==> config.mk <==
export PLATFORM = sky130hd
export DESIGN_NAME = trm_reset_map
export DESIGN_NICKNAME = d
export VERILOG_FILES = /design/src/verilog/trm_reset_map.v
export VERILOG_INCLUDE_DIRS = /design/src /design/src/verilog
export SDC_FILE = /design/constraint.sdc
export NUM_CORES = 1
export LEC_CHECK = 0
export BUFFER_PORTS_ARGS = -buffer_cell sky130_fd_sc_hd__buf_2
export CAP_MARGIN = 25
export CORE_UTILIZATION = 36
export CTS_BUF_LIST = sky130_fd_sc_hd__clkbuf_16
export DETAILED_ROUTE_END_ITERATION = 10
export GPL_ROUTABILITY_DRIVEN = 0
export PLACE_DENSITY_LB_ADDON = 0.12
export SETUP_SLACK_MARGIN = 0.5
export SLEW_MARGIN = 20
export SYNTH_ARGS = -nofsm -noshare
export SYNTH_HDL_FRONTEND = slang
export SYNTH_SLANG_ARGS = --single-unit
==> constraint.sdc <==
create_clock -name pclk -period 2.6 [get_ports pclk]
set_input_delay 0.13 -clock pclk [delete_from_list [all_inputs] [get_ports pclk]]
set_output_delay 0.13 -clock pclk [all_outputs]
set_load 0.02 [all_outputs]
==> src/verilog/trm_consts.vh <==
// constants for the transceiver reset and power-down map
`ifndef TRM_CONSTS_VH
`define TRM_CONSTS_VH
// ==========================================
// register byte offsets
`define TRM_OFF_CTRL 12'h000
`define TRM_OFF_STATUS 12'h004
`define TRM_OFF_RECONF 12'h008
// ==========================================
// control register fields
`define TRM_CTRL_PLL 0
`define TRM_CTRL_TXD 1
`define TRM_CTRL_RXA 2
`define TRM_CTRL_RXD 3
`define TRM_CTRL_PD 4
`define TRM_CTRL_RESET 5'h00
// ==========================================
// status register fields
`define TRM_ST_LTD 0
`define TRM_ST_BUSY 1
`define TRM_ST_PD 2
// ==========================================
// reconfiguration register fields and modes
`define TRM_RC_MODE_LSB 0
`define TRM_RC_MODE_MSB 1
`define TRM_RC_ANALOG 2'h1
`define TRM_RC_CHANNEL 2'h2
// ==========================================
// transmit digital sub-block bits
`define TRM_TX_PCFIFO 0
`define TRM_TX_BYTESER 1
`define TRM_TX_ENC 2
`define TRM_TX_SER 3
`define TRM_TX_XAUI 4
`define TRM_TX_W 5
// ==========================================
// receive digital sub-block bits
`define TRM_RX_ALIGN 0
`define TRM_RX_DESKEW 1
`define TRM_RX_RATECOMP 2
`define TRM_RX_DEC 3
`define TRM_RX_BYTEDES 4
`define TRM_RX_ORDER 5
`define TRM_RX_PCFIFO 6
`define TRM_RX_XAUI 7
`define TRM_RX_BIST 8
`define TRM_RX_W 9
// ==========================================
// busy timing defaults, in reconfiguration clock cycles
`define TRM_OC_CYCLES 64
`define TRM_ANALOG_CYCLES 16
`define TRM_CHANNEL_CYCLES 32
`endif

==> src/verilog/trm_reset_map.v <==
// transceiver reset and power-down map with reconfiguration busy flag
//
// Summary of operation
// RULE1: lock-mode status output high in lock-to-data, low in lock-to-reference.
// RULE2: busy low for first clock after power up, high from the second.
// RULE3: busy stays high during offset cancellation; falling marks its end.
// RULE4: busy also high for every analog or channel reconfiguration operation.
// RULE5: PLL reset clears only the PLLs, no datapath sub-block.
// RULE6: transmit digital reset clears tx PCS sub-blocks, never the transmitter buffer.
// RULE7: receive digital reset clears word aligner through BIST verifiers.
// RULE8: receive analog reset clears only the receiver CDR.
// RULE9: block power-down covers all channel parts except PLLs; buffers/deserializer only by it.
// RULE10: all reset and power-down inputs act asynchronously, with no clock.
// RULE11: the controller holds each channel reset at least two parallel clocks.
// RULE12: a block with no channels present stays powered down.
//
// all reset fan-out is combinational so the pins act with the clock stopped;
// only the lock flag, the busy sequencer and the control register use pclk.
// limitation: a reconfiguration request that arrives while busy is dropped,
// software has to poll the busy status bit before writing.
// power-down also forces every tx/rx pcs reset and the cdr reset.
//
// The APB interface to the registers and the placing of the registers are this design's own decisions.
`timescale 1ns/1ps
`include "trm_consts.vh"

module trm_reset_map #(
  parameter NUM_CH = 4,
  parameter OC_CYCLES = `TRM_OC_CYCLES,
  parameter ANALOG_CYCLES = `TRM_ANALOG_CYCLES,
  parameter CHANNEL_CYCLES = `TRM_CHANNEL_CYCLES
) (
  input wire pclk,
  input wire presetn,
  input wire clk_en,
  input wire psel,
  input wire penable,
  input wire pwrite,
  input wire [11:0] paddr,
  input wire [31:0] pwdata,
  output wire pready,
  output wire pslverr,
  output reg [31:0] prdata,
  input wire pll_reset_in,
  input wire tx_digital_reset_in,
  input wire rx_analog_reset_in,
  input wire rx_digital_reset_in,
  input wire block_powerdown_in,
  input wire [NUM_CH-1:0] channel_present,
  input wire lock_to_ref_req,
  input wire lock_to_data_req,
  input wire cdr_freq_ok,
  output wire pll_reset,
  output wire [`TRM_TX_W-1:0] tx_pcs_reset,
  output wire tx_buffer_powerdown,
  output wire rx_buffer_powerdown,
  output wire rx_cdr_reset,
  output wire rx_deser_powerdown,
  output wire [`TRM_RX_W-1:0] rx_pcs_reset,
  output wire block_powered_down,
  output wire cdr_lock_data,
  output wire busy
);

  localparam ST_FIRST = 2'h0;
  localparam ST_OFFSET = 2'h1;
  localparam ST_IDLE = 2'h2;
  localparam ST_RECONF = 2'h3;

  reg [4:0] ctrl_q;
  reg [1:0] state_q;
  reg [15:0] count_q;
  reg ltd_q;
  reg busy_q;

  // ==========================================
  // address decode, shared by write strobe, error flag and read mux
  function addr_hit;
    input [11:0] addr;
    input [11:0] offset;
    begin
      addr_hit = (addr == offset);
    end
  endfunction

  // ==========================================
  // APB decode
  wire wr_en = psel & penable & pwrite & clk_en;
  wire hit_ctrl = addr_hit(paddr, `TRM_OFF_CTRL);
  wire hit_status = addr_hit(paddr, `TRM_OFF_STATUS);
  wire hit_reconf = addr_hit(paddr, `TRM_OFF_RECONF);
  wire hit_any = hit_ctrl | hit_status | hit_reconf;

  assign pready = 1'b1;
  assign pslverr = psel & penable & ~hit_any;

  // ==========================================
  // asynchronous reset and power-down fan-out
  // purely combinational so a reset pin acts with no clock edge running
  wire pd_all = block_powerdown_in | ctrl_q[`TRM_CTRL_PD] | ~(|channel_present); // see RULE12
  // software copies of the reset pins, ored in below
  wire ctrl_pll = ctrl_q[`TRM_CTRL_PLL];
  wire ctrl_txd = ctrl_q[`TRM_CTRL_TXD];
  wire ctrl_rxa = ctrl_q[`TRM_CTRL_RXA];
  wire ctrl_rxd = ctrl_q[`TRM_CTRL_RXD];
  wire txd = tx_digital_reset_in | ctrl_txd;
  wire rxd = rx_digital_reset_in | ctrl_rxd;
  wire rxa = rx_analog_reset_in | ctrl_rxa;

  assign block_powered_down = pd_all; // see RULE10
  assign pll_reset = pll_reset_in | ctrl_pll; // see RULE5

  genvar gi;
  generate
    for (gi = 0; gi < `TRM_TX_W; gi = gi + 1) begin : g_tx_rst
      // transmitter buffer is not in this vector, only power-down reaches it
      assign tx_pcs_reset[gi] = txd | pd_all; // see RULE6
    end
  endgenerate

  assign tx_buffer_powerdown = pd_all; // see RULE9
  assign rx_buffer_powerdown = pd_all; // see RULE9
  assign rx_deser_powerdown = pd_all; // see RULE9
  assign rx_cdr_reset = rxa | pd_all; // see RULE8

  generate
    for (gi = 0; gi < `TRM_RX_W; gi = gi + 1) begin : g_rx_rst
      // cdr and deserializer stay outside, so rx digital reset keeps the link locked
      assign rx_pcs_reset[gi] = rxd | pd_all; // see RULE7
    end
  endgenerate

  // ==========================================
  // CDR lock mode: manual lock-to-data wins, then lock-to-reference, else automatic
  wire ltd_d = ~rx_cdr_reset & (lock_to_data_req | (~lock_to_ref_req & cdr_freq_ok));

  always @(posedge pclk or negedge presetn) begin
    if (!presetn) begin
      ltd_q <= 1'b0;
    end else if (clk_en) begin
      ltd_q <= ltd_d; // see RULE1
    end
  end

  assign cdr_lock_data = ltd_q;

  // ==========================================
  // control register
  always @(posedge pclk or negedge presetn) begin
    if (!presetn) begin
      ctrl_q <= `TRM_CTRL_RESET;
    end else if (wr_en && hit_ctrl) begin
      ctrl_q <= pwdata[4:0];
    end
  end

  // ==========================================
  // busy sequencer: offset cancellation after power up, then reconfiguration runs
  // a reconfiguration request while busy is dropped, software polls busy first
  wire [1:0] rc_mode = pwdata[`TRM_RC_MODE_MSB:`TRM_RC_MODE_LSB];
  // counter is loaded with n-1; busy drops on the edge after it reaches zero
  wire [15:0] oc_load = OC_CYCLES[15:0] - 16'h0001;
  wire [15:0] rc_load = (rc_mode == `TRM_RC_ANALOG) ? (ANALOG_CYCLES[15:0] - 16'h0001) :
                        (CHANNEL_CYCLES[15:0] - 16'h0001);
  wire rc_start = wr_en & hit_reconf & (state_q == ST_IDLE) &
                  ((rc_mode == `TRM_RC_ANALOG) | (rc_mode == `TRM_RC_CHANNEL));

  always @(posedge pclk or negedge presetn) begin
    if (!presetn) begin
      state_q <= ST_FIRST;
      count_q <= 16'h0000;
      busy_q <= 1'b0;
    end else if (clk_en) begin
      case (state_q)
        ST_FIRST: begin
          state_q <= ST_OFFSET; // see RULE2
          count_q <= oc_load;
          busy_q <= 1'b1;
        end
        ST_OFFSET, ST_RECONF: begin
          if (count_q == 16'h0000) begin
            state_q <= ST_IDLE; // see RULE3
            busy_q <= 1'b0;
          end else begin
            count_q <= count_q - 16'h0001;
          end
        end
        ST_IDLE: begin
          if (rc_start) begin
            state_q <= ST_RECONF; // see RULE4
            busy_q <= 1'b1;
            count_q <= rc_load;
          end
        end
        default: begin
          state_q <= ST_IDLE;
          busy_q <= 1'b0;
        end
      endcase
    end
  end

  assign busy = busy_q;

  // ==========================================
  // read mux, data taken by master at access phase
  always @* begin
    prdata = 32'h00000000;
    if (hit_ctrl) begin
      prdata[4:0] = ctrl_q;
    end else if (hit_status) begin
      prdata[`TRM_ST_LTD] = ltd_q;
      prdata[`TRM_ST_BUSY] = busy_q;
      prdata[`TRM_ST_PD] = pd_all;
    end
  end

endmodule

==> flow_summary.toml, run 1 <==
[status]
outcome = "complete, no violations"

[sta]
rsz0062_at_grt = "yes"
finalCritPeriodShare_pct = 85.08
clock.fmax_ghz = 0.4521
setup_viol = 0
fin_tns_setup_ps = 0
finalMaxSlewViolations = 0
maxSlewHeadroom_pct = 36.19
min_period_ps = 2212
tightest_slew_ps = 951.6
fin_skew_ps = 8.992
final_hold_viol_count = 0

[critical_path]
r2r-start = "count_q[0]$_DFFE_PN0P_"
r2r_end = "count_q[3]$_DFFE_PN0P_"
cp_max_fo = 3
r2r_cells = 7
start_kind = "flip-flop"
endpoint_kind = "flip-flop"
cp_slowest_cell = "or4b_4"
path_buf_inv = 1
crit_family = "simple AND/OR/NAND/NOR gates"
path_class = "flip-flop to flip-flop"
critPathRequiredTime_ps = 2740
cp_cell_sequence = "inv_2 > ha_4 > or4b_4 > or3_4 > o2111ai_4 > nor3_2 > or3b_1"
rrSetupSlack_ps = 390
worstSetupStartpoint = "count_q[0]$_DFFE_PN0P_"
cpPeakStageDelay_ps = 470
worstPathArrival_ps = 2350

[cells_and_area]
drive_above_1_share_pct = 39.13
area_delta_synth_final_pct = 20.71
layout.nets = 341
final_common_cell = "buf_2"
num_antenna_cells = 0
final_cell_mix = "buf_2 (62), conb_1 (28), dfrtp_1 (25), nor2_1 (13), buf_4 (11)"
postLayoutCellArea_um2 = 2333
final_cells = 346
final_util_pct = 45.40

[floorplanning]
ioPinCount = 118
dieArea_um2 = 5667
core_area_um2 = 5140
std_cell_rows = 26
die_y_um = 75.28
start_util_pct = 37.61
die_w_um = 75.28

[logic_synthesis]
synthCells = 219
synth_fa_ha_area_share_pct = 1.294
synth.cell_area_um2 = 1933
ys_warn_count = 0
synth-compound-area-share_pct = 14.17
ys_types = 49
async_flop_share_pct = 100.0
yosysSeqAreaShare_pct = 32.36
synth_edf_count = 0
synth_mux_area_share_pct = 5.502
synth_top_family_by_area = "simple AND/OR/NAND/NOR gates"
synth_seq_cells = 25
syn_avg_cell_area_um2 = 8.827
synthFlopType = "dfrtp_1"
yosys.area_share.simple_pct = 25.95
synthXorXnorAreaFrac_pct = 0

[grt]
grt_pass1_wl_um = 7169
grt_overflow = 0
antenna_found_initial = 0
grt_max_degree = 26
grt_util_all_layers_pct = 16.90
grt_pass1_vias = 1485

[route]
route.detailed.drc = 0
dr.pass1.iters = 4
met2_length_um = 2108
highest_layer = "met4"
wl_met1_um = 2118
totalWireLength_um = 4507
vias = 1683
wl_met3_um = 227
drt_first_iter_violations = 64
drtAntennaViolNets = 0
wl_per_cell_um = 13.03
via_per_inst = 4.864

[worst_hold_path]
min_to = "ctrl_q[4]$_DFFE_PN0P_"
min-delay-start = "pwdata[4]"
hold_depth = 2
min_path_type = "input port to flip-flop"

[clock_network]
cts_buffers = 3
cts_tree = "built"
cts-root-buf = "clkbuf_16"
cts_buffer_depth = 2
path_clk_slew_ps = 60
cts.sinks = 25
htree_levels = 1
clock_latency_ps = 260

[place]
port_buffers = 62
placed_area_um2 = 2098
place_inst = 331
hpwl_um = 3171

[power_and_ir_drop]
ir_drop_mv = 0.2421
p_leak_nw = 1.102
power_mw = 1.001
power_density_nw_per_um2 = 428.8

[run]
cap_violations = 0
[worst reg2reg max path, cell delays in order, from the launching register on]
cell       delay (ps)
dfrtp_1           390
inv_2              90
ha_4              130
or4b_4            470
or3_4             380
o2111ai_4         210
nor3_2             50
or3b_1            380
[routing by layer]
metal / GRT usage [%] / up-vias
li1: - / 838
met1: 23.78 / 777
met2: 26.69 / 63
met3: 2.811 / 5
met4: 4.938 / 0
met5: 0 / -
[area by class of cell]
type	instances	area, µm²
fill	541	2806
multi-input combinational	164	1082
sequential	25	625.6
timing repair buffer	77	436.7
tap	70	87.58
clock buffer	3	75.07
inverter	6	22.52
clock inverter	1	3.754
[state kept, by name, summed over array words and instances, names as in the netlist]
name,flops
cdr_lock_data,1
count_q,16
ctrl_q,5
busy,1
state_q,2
[power by group]
part | total, mW | switching, mW | internal, mW
logic | 0.227 | 0.141 | 0.0857
registers | 0.430 | 0.0234 | 0.406
clock network | 0.344 | 0.138 | 0.206
[cells by family after synthesis]
family / after synthesis
AND/OR/NAND/NOR: 86
other: 2
AO/OA/AOI/OAI: 38
flip-flops: 25
multiplexers: 10
adder cells (fa/ha/maj): 2
buffers and inverters: 56
[synth_stat cells, types with 2 or more instances]
library cell / count / area [µm²]
a21boi_2: 2 / 22.52
a21oi_1: 9 / 45.04
and2_1: 4 / 25.02
buf_4: 44 / 330.3
clkbuf_1: 4 / 15.01
conb_1: 2 / 7.510
dfrtp_1: 25 / 625.6
ha_1: 2 / 25.02
inv_1: 6 / 22.52
mux2_2: 5 / 56.30
mux2i_1: 5 / 50.05
nand2_1: 9 / 33.78
nand2b_1: 5 / 31.28
nand3_1: 10 / 50.05
nand4_1: 2 / 12.51
nor2_1: 14 / 52.55
nor2b_1: 3 / 18.77
nor3_1: 6 / 30.03
nor4_1: 7 / 43.79
o211ai_1: 2 / 15.01
o21ai_0: 6 / 30.03
o22ai_1: 2 / 12.51
o31ai_1: 7 / 52.55
o41ai_1: 2 / 17.52
or2_2: 2 / 12.51
or3_1: 5 / 31.28
or4_1: 7 / 52.55
[stage by stage]
| step | setup WS, ps | hold slack (ps) |
|---|---|---|
| 5_1_grt | 325.6 | 106.8 |
| 6_report | 388.0 | 102.3 |
| 3_5_place_dp | 331.0 | 180.5 |
| 4_1_cts | 365.8 | 101.2 |
| 2_1_floorplan | 492.6 | -165.6 |
| 3_3_place_gp | 354.5 | 177.3 |
[what timing repair did]
| item | in CTS | in global routing |
|---|---|---|
| hold endpoints to repair | 25 | 0 |
| resized for setup | 5 | 8 |
| pin swaps | 2 | 6 |
| endpoints found under the setup margin | 14 | 18 |
| hold buffers | 1 | 0 |
| cloned | 0 | 0 |
| buffers inserted | 7 | 3 |
[worst max-delay path by stage]
stage	cells past startpoint	to	slack, ps
floorplan	7	count_q[3]$_DFFE_PN0P_	490
global placement	8	count_q[7]$_DFFE_PN0P_	350
detailed placement	7	state_q[0]$_DFFE_PN0P_	330
CTS	7	count_q[3]$_DFFE_PN0P_	370
global route	7	count_q[3]$_DFFE_PN0P_	330
finish	7	count_q[3]$_DFFE_PN0P_	390
Note: power is estimated with default switching activity, not from simulation.
==> run 2: changes to the inputs <==
Settings changed: PLACE_DENSITY set to 0.69, PLACE_DENSITY_LB_ADDON 0.12 to unset.
Clock period 2.6 ns to 2.5 ns, I/O delays scaled along.
==> run 2 against run 1 <==
  * Combinational power increased by 2%
  * Clock-buffer cell count stayed put
  * Power increased by 4.1%
  * Die area unchanged
  * Sequential power up 3%
  * First-iteration DRC count rose by 81%
  * Flip-flop and latch count unchanged
  * Setup slack lost 88 ps
  * Maximum frequency grew 0.54%
  * Global-route usage down 0.84 points
  * Largest power group unchanged
==> flow_summary.toml, run 2 (synthesis gave the netlist of run 1 again) <==
[critical_path]
cp_max_fo = 6
worstSetupStartpoint = "count_q[0]$_DFFE_PN0P_"
r2r_end = "count_q[2]$_DFFE_PN0P_"
start_kind = "flip-flop"
endpoint_kind = "flip-flop"
path_class = "flip-flop to flip-flop"
rrSetupSlack_ps = 300
worstPathArrival_ps = 2310
critPathRequiredTime_ps = 2610
cp-endpoint = "count_q[2]$_DFFE_PN0P_"
r2r-start = "count_q[0]$_DFFE_PN0P_"
r2r_cells = 9

[clock_network]
clock_latency_ps = 260
cts_buffer_depth = 2
cts.sinks = 25
htree_levels = 1
cts-root-buf = "clkbuf_16"
cts_buffers = 3
path_clk_slew_ps = 70
cts_tree = "built"

[cells_and_area]
final_cells = 345
drive_above_1_share_pct = 38.91
largest_reg_flops = 16
final_cell_mix = "buf_2 (62), conb_1 (28), dfrtp_1 (25), nor2_1 (13), buf_4 (10)"
top_register = "count_q"
area_delta_synth_final_pct = 19.55
reg_top3 = "count_q x16, ctrl_q x5, state_q x2"
num_antenna_cells = 0
layout.nets = 340
final_common_cell = "buf_2"
fillers = 530
seq_area_um2 = 625.6
multi_input_area_um2 = 1064

[run]
cap_violations = 0

[sta]
clock.fmax_ghz = 0.4545
finalMaxSlewViolations = 0
finalCritPeriodShare_pct = 88.01
fin_skew_ps = 5.430
tightest_slew_ps = 733.5
fin_tns_setup_ps = 0
rsz0062_at_grt = "yes"
setup_viol = 0
min_period_ps = 2200
final_hold_viol_count = 0
maxSlewHeadroom_pct = 50.56
holdWs_ps = 89.14

[route]
via_per_inst = 4.899
drtAntennaViolNets = 0
route.detailed.drc = 0
totalWireLength_um = 4284
drt_first_iter_violations = 116
wl_per_cell_um = 12.42
vias = 1690
dr.pass1.iters = 4

[floorplanning]
die_w_um = 75.28
die_y_um = 75.28
start_util_pct = 37.61
core_area_um2 = 5140
std_cell_rows = 26
ioPinCount = 118
dieArea_um2 = 5667

[grt]
grt_util_all_layers_pct = 16.06
grt_pass1_vias = 1572
antenna_found_initial = 0
grt_overflow = 0
grt_pass1_wl_um = 7038
grt_max_degree = 26

[power_and_ir_drop]
power_density_nw_per_um2 = 450.9
p_leak_nw = 1.090
ir_drop_mv = 0.2378

[place]
hpwl_um = 3202
port_buffers = 62
place_inst = 331

[status]
outcome = "complete, no violations"

[worst_hold_path]
min_path_type = "input port to flip-flop"
run 2: layout make-up:
class / instances / area share, %
Multi-Input combinational cell: 164 / 46.02
Timing Repair Buffer: 76 / 18.57
Sequential cell: 25 / 27.07
Inverter: 6 / 0.9746
Tap cell: 70 / 3.790
Clock buffer: 3 / 3.249
Clock inverter: 1 / 0.3249
run 2: what timing repair did:
action / CTS / global route
hold buffers: 1 / 0
hold endpoints to repair: 25 / 0
pin swaps: 3 / 2
gates resized for setup: 5 / 3
setup endpoints to repair: 18 / 19
buffers inserted: 7 / 2
run 2: stage by stage:
| stage | power (mW) | cell area [µm²] | util [%] | setup WS (ps) |
|---|---|---|---|---|
| 2_1_floorplan | 0.6409 | 2062 | - | 415.2 |
| 3_3_place_gp | 0.6573 | 2116 | 41.16 | 290.5 |
| 3_5_place_dp | 0.6664 | 2116 | 41.16 | 258.6 |
| 4_1_cts | 1.045 | 2282 | 44.40 | 325.3 |
| 5_1_grt | 1.093 | 2311 | 44.96 | 212.3 |
| 6_report | 1.042 | 2311 | 44.96 | 299.8 |
run 2: worst max-delay path: stages (launching register included):
cell and delay (ps):
dfrtp_1 390, inv_2 80, ha_4 140, or4b_4 460
or3_4 350, buf_4 150, nor2_4 150, buf_6 140
or4_2 110, nand3_1 70
run 2: worst min path at each step:
stage | start | depth (start not counted) | to
2_1_floorplan | presetn | 0 | busy$_DFFE_PN0P_
3_3_place_gp | presetn | 1 | count_q[8]$_DFFE_PN0P_
3_5_place_dp | presetn | 1 | count_q[7]$_DFFE_PN0P_
4_1_cts | pwdata[3] | 2 | ctrl_q[3]$_DFFE_PN0P_
5_1_grt | pwdata[3] | 2 | ctrl_q[3]$_DFFE_PN0P_
6_report | pwdata[3] | 2 | ctrl_q[3]$_DFFE_PN0P_
run 2: where the power goes:
| part | switching (mW) | leakage (nW) | internal (mW) |
|---|---|---|---|
| combinational | 0.144 | 0.736 | 0.0868 |
| sequential | 0.0215 | 0.317 | 0.423 |
| clock | 0.150 | 0.0371 | 0.217 |
run 2: routing by layer:
| metal | up-vias | track usage (%) | wire (µm) | share of wire (%) |
|---|---|---|---|---|
| met1 | 804 | 19.58 | 1887 | 44 |
| met4 | 0 | 6.173 | 85 | 2.0 |
| met2 | 47 | 28.77 | 2170 | 51 |
| met3 | 9 | 2.008 | 141 | 3.3 |
| met5 | - | 0 | 0 | 0 |
| li1 | 830 | - | - | - |
==> run 3: changes to the inputs <==
Settings changed: REMOVE_ABC_BUFFERS set to 1, SLEW_MARGIN 20 to 30.
==> run 3 against run 2 <==
  * Sequential power about the same
  * Sequential share of layout area up 0.088 points
  * Setup slack worse by 4.5 ps
  * Via count up 1.7%
  * Highest routed layer unchanged
  * Wire length up 4.6%
  * Clock-buffer cell count unchanged
  * Maximum frequency down 0.20%
  * Critical path depth down 2
  * Clock skew down 0.64 ps
  * Combinational power about the same
  * Flip-flop and latch count unchanged
  * Critical endpoint is now count_q[3]$_DFFE_PN0P_
  * Die area unchanged
==> flow_summary.toml, run 3 (synthesis gave the netlist of run 1 again) <==
[clock_network]
cts.sinks = 25
htree_levels = 1
path_clk_slew_ps = 70
cts_buffer_depth = 2
cts-root-buf = "clkbuf_16"
clock_latency_ps = 260
cts_tree = "built"
cts_buffers = 3

[route]
via_per_inst = 5.009
drt_first_iter_violations = 79
dr.pass1.iters = 4
vias = 1718
totalWireLength_um = 4481
route.detailed.drc = 0
wl_per_cell_um = 13.06
drtAntennaViolNets = 0

[floorplanning]
dieArea_um2 = 5667
ioPinCount = 118
start_util_pct = 37.61
std_cell_rows = 26
die_y_um = 75.28
core_area_um2 = 5140
die_w_um = 75.28

[power_and_ir_drop]
ir_drop_mv = 0.2449
power_density_nw_per_um2 = 452.2
p_leak_nw = 1.094

[sta]
min_period_ps = 2205
maxSlewHeadroom_pct = 40.44
setup_ws_ps = 295.4
fin_tns_setup_ps = 0
clock.fmax_ghz = 0.4536
setup_viol = 0
final_hold_viol_count = 0
holdWs_ps = 96.44
rsz0062_at_grt = "yes"
fin_skew_ps = 4.786
finalCritPeriodShare_pct = 88.19
finalMaxSlewViolations = 0
tightest_slew_ps = 888.2

[cells_and_area]
layout.nets = 338
final_cell_mix = "buf_2 (62), conb_1 (28), dfrtp_1 (25), nor2_1 (13), a21oi_1 (9)"
largest_reg_flops = 16
seq_area_um2 = 625.6
top_register = "count_q"
multi_input_area_um2 = 1070
reg_top3 = "count_q x16, ctrl_q x5, state_q x2"
final_common_cell = "buf_2"
drive_above_1_share_pct = 38.10
area_delta_synth_final_pct = 19.16
num_antenna_cells = 0
postLayoutCellArea_um2 = 2303
fillers = 527

[grt]
grt_overflow = 0
antenna_found_initial = 0
grt_pass1_vias = 1585
grt_pass1_wl_um = 7293
grt_util_all_layers_pct = 16.82
grt_max_degree = 26

[place]
hpwl_um = 3237
dp_worst_setup_slack_ps = 140.4
placed_area_um2 = 2081
port_buffers = 62

[critical_path]
start_kind = "flip-flop"
cp_cell_sequence = "inv_2 > ha_4 > or4b_4 > or3_4 > o2111ai_2 > nor3_2 > or3b_1"
path_buf_inv = 1
path_class = "flip-flop to flip-flop"
endpoint_kind = "flip-flop"
cp_slowest_cell = "or4b_4"
critPathRequiredTime_ps = 2640
crit_family = "simple AND/OR/NAND/NOR gates"
worstPathArrival_ps = 2350
cpPeakStageDelay_ps = 460
cp_max_fo = 2

[worst_hold_path]
min_path_type = "input port to flip-flop"

[status]
outcome = "complete, no violations"

[run]
cap_violations = 0
[run 3: cell types whose count changed in the layout (fill, tap and decap cells not counted), sizes merged]
cell      previous run  this run
buf                 75        73
clkinv               0         1
clkinvlp             1         0
[run 3: area by class of cell]
type	instances	share of cell area (%)
Clock buffer	3	3.259
Multi-Input combinational cell	164	46.44
Timing Repair Buffer	74	18.14
Tap cell	70	3.802
Sequential cell	25	27.16
Inverter	6	0.9777
Clock inverter	1	0.2173
[run 3: worst paths after layout]
path,from,slack [ps],cells after the start,end
hold reg to reg,busy$_DFFE_PN0P_,520,1,busy$_DFFE_PN0P_
setup / recovery,count_q[0]$_DFFE_PN0P_,300,7,count_q[3]$_DFFE_PN0P_
hold / removal,pwdata[2],100,2,ctrl_q[2]$_DFFE_PN0P_
max in group asynchronous,presetn,1730,2,ctrl_q[3]$_DFFE_PN0P_
min in group asynchronous,presetn,390,2,count_q[1]$_DFFE_PN0P_
setup reg to reg,count_q[0]$_DFFE_PN0P_,300,7,count_q[3]$_DFFE_PN0P_
[run 3: repair_timing]
action,in CTS,in global routing
pin swaps,8,3
gates cloned,0,0
hold buffers,1,0
resized for setup,14,6
buffers inserted,7,1
setup endpoints to repair,19,19
endpoints found under the hold margin,25,0
[run 3: worst reg2reg max path, cell delays in order, from the launching register on]
cell       delay [ps]
dfrtp_1           390
inv_2              90
ha_4              130
or4b_4            460
or3_4             360
o2111ai_2         240
nor3_2             60
or3b_1            370
[run 3: stage by stage]
stage | total power, mW | util, % | std cells
final | 1.042 | 44.82 | 343
after global routing | 1.082 | 44.82 | 343
after CTS | 1.033 | 44.16 | 342
after detailed placement | 0.6561 | 40.48 | 330
after global placement | 0.6485 | 40.48 | 330
after floorplan | 0.5727 | - | 195
[run 3: report_power, final]
part	internal [mW]	switching, mW	total, mW
clock	0.216	0.149	0.365
combinational	0.0860	0.146	0.231
sequential	0.423	0.0223	0.445
total	0.724	0.317	1.04
[run 3: layer usage]
metal	wire (µm)	up-vias	GRT usage, %
li1	-	827	-
met1	1873	829	20.83
met2	2330	56	30.46
met3	207	6	1.740
met4	70	0	5.556
met5	0	-	0
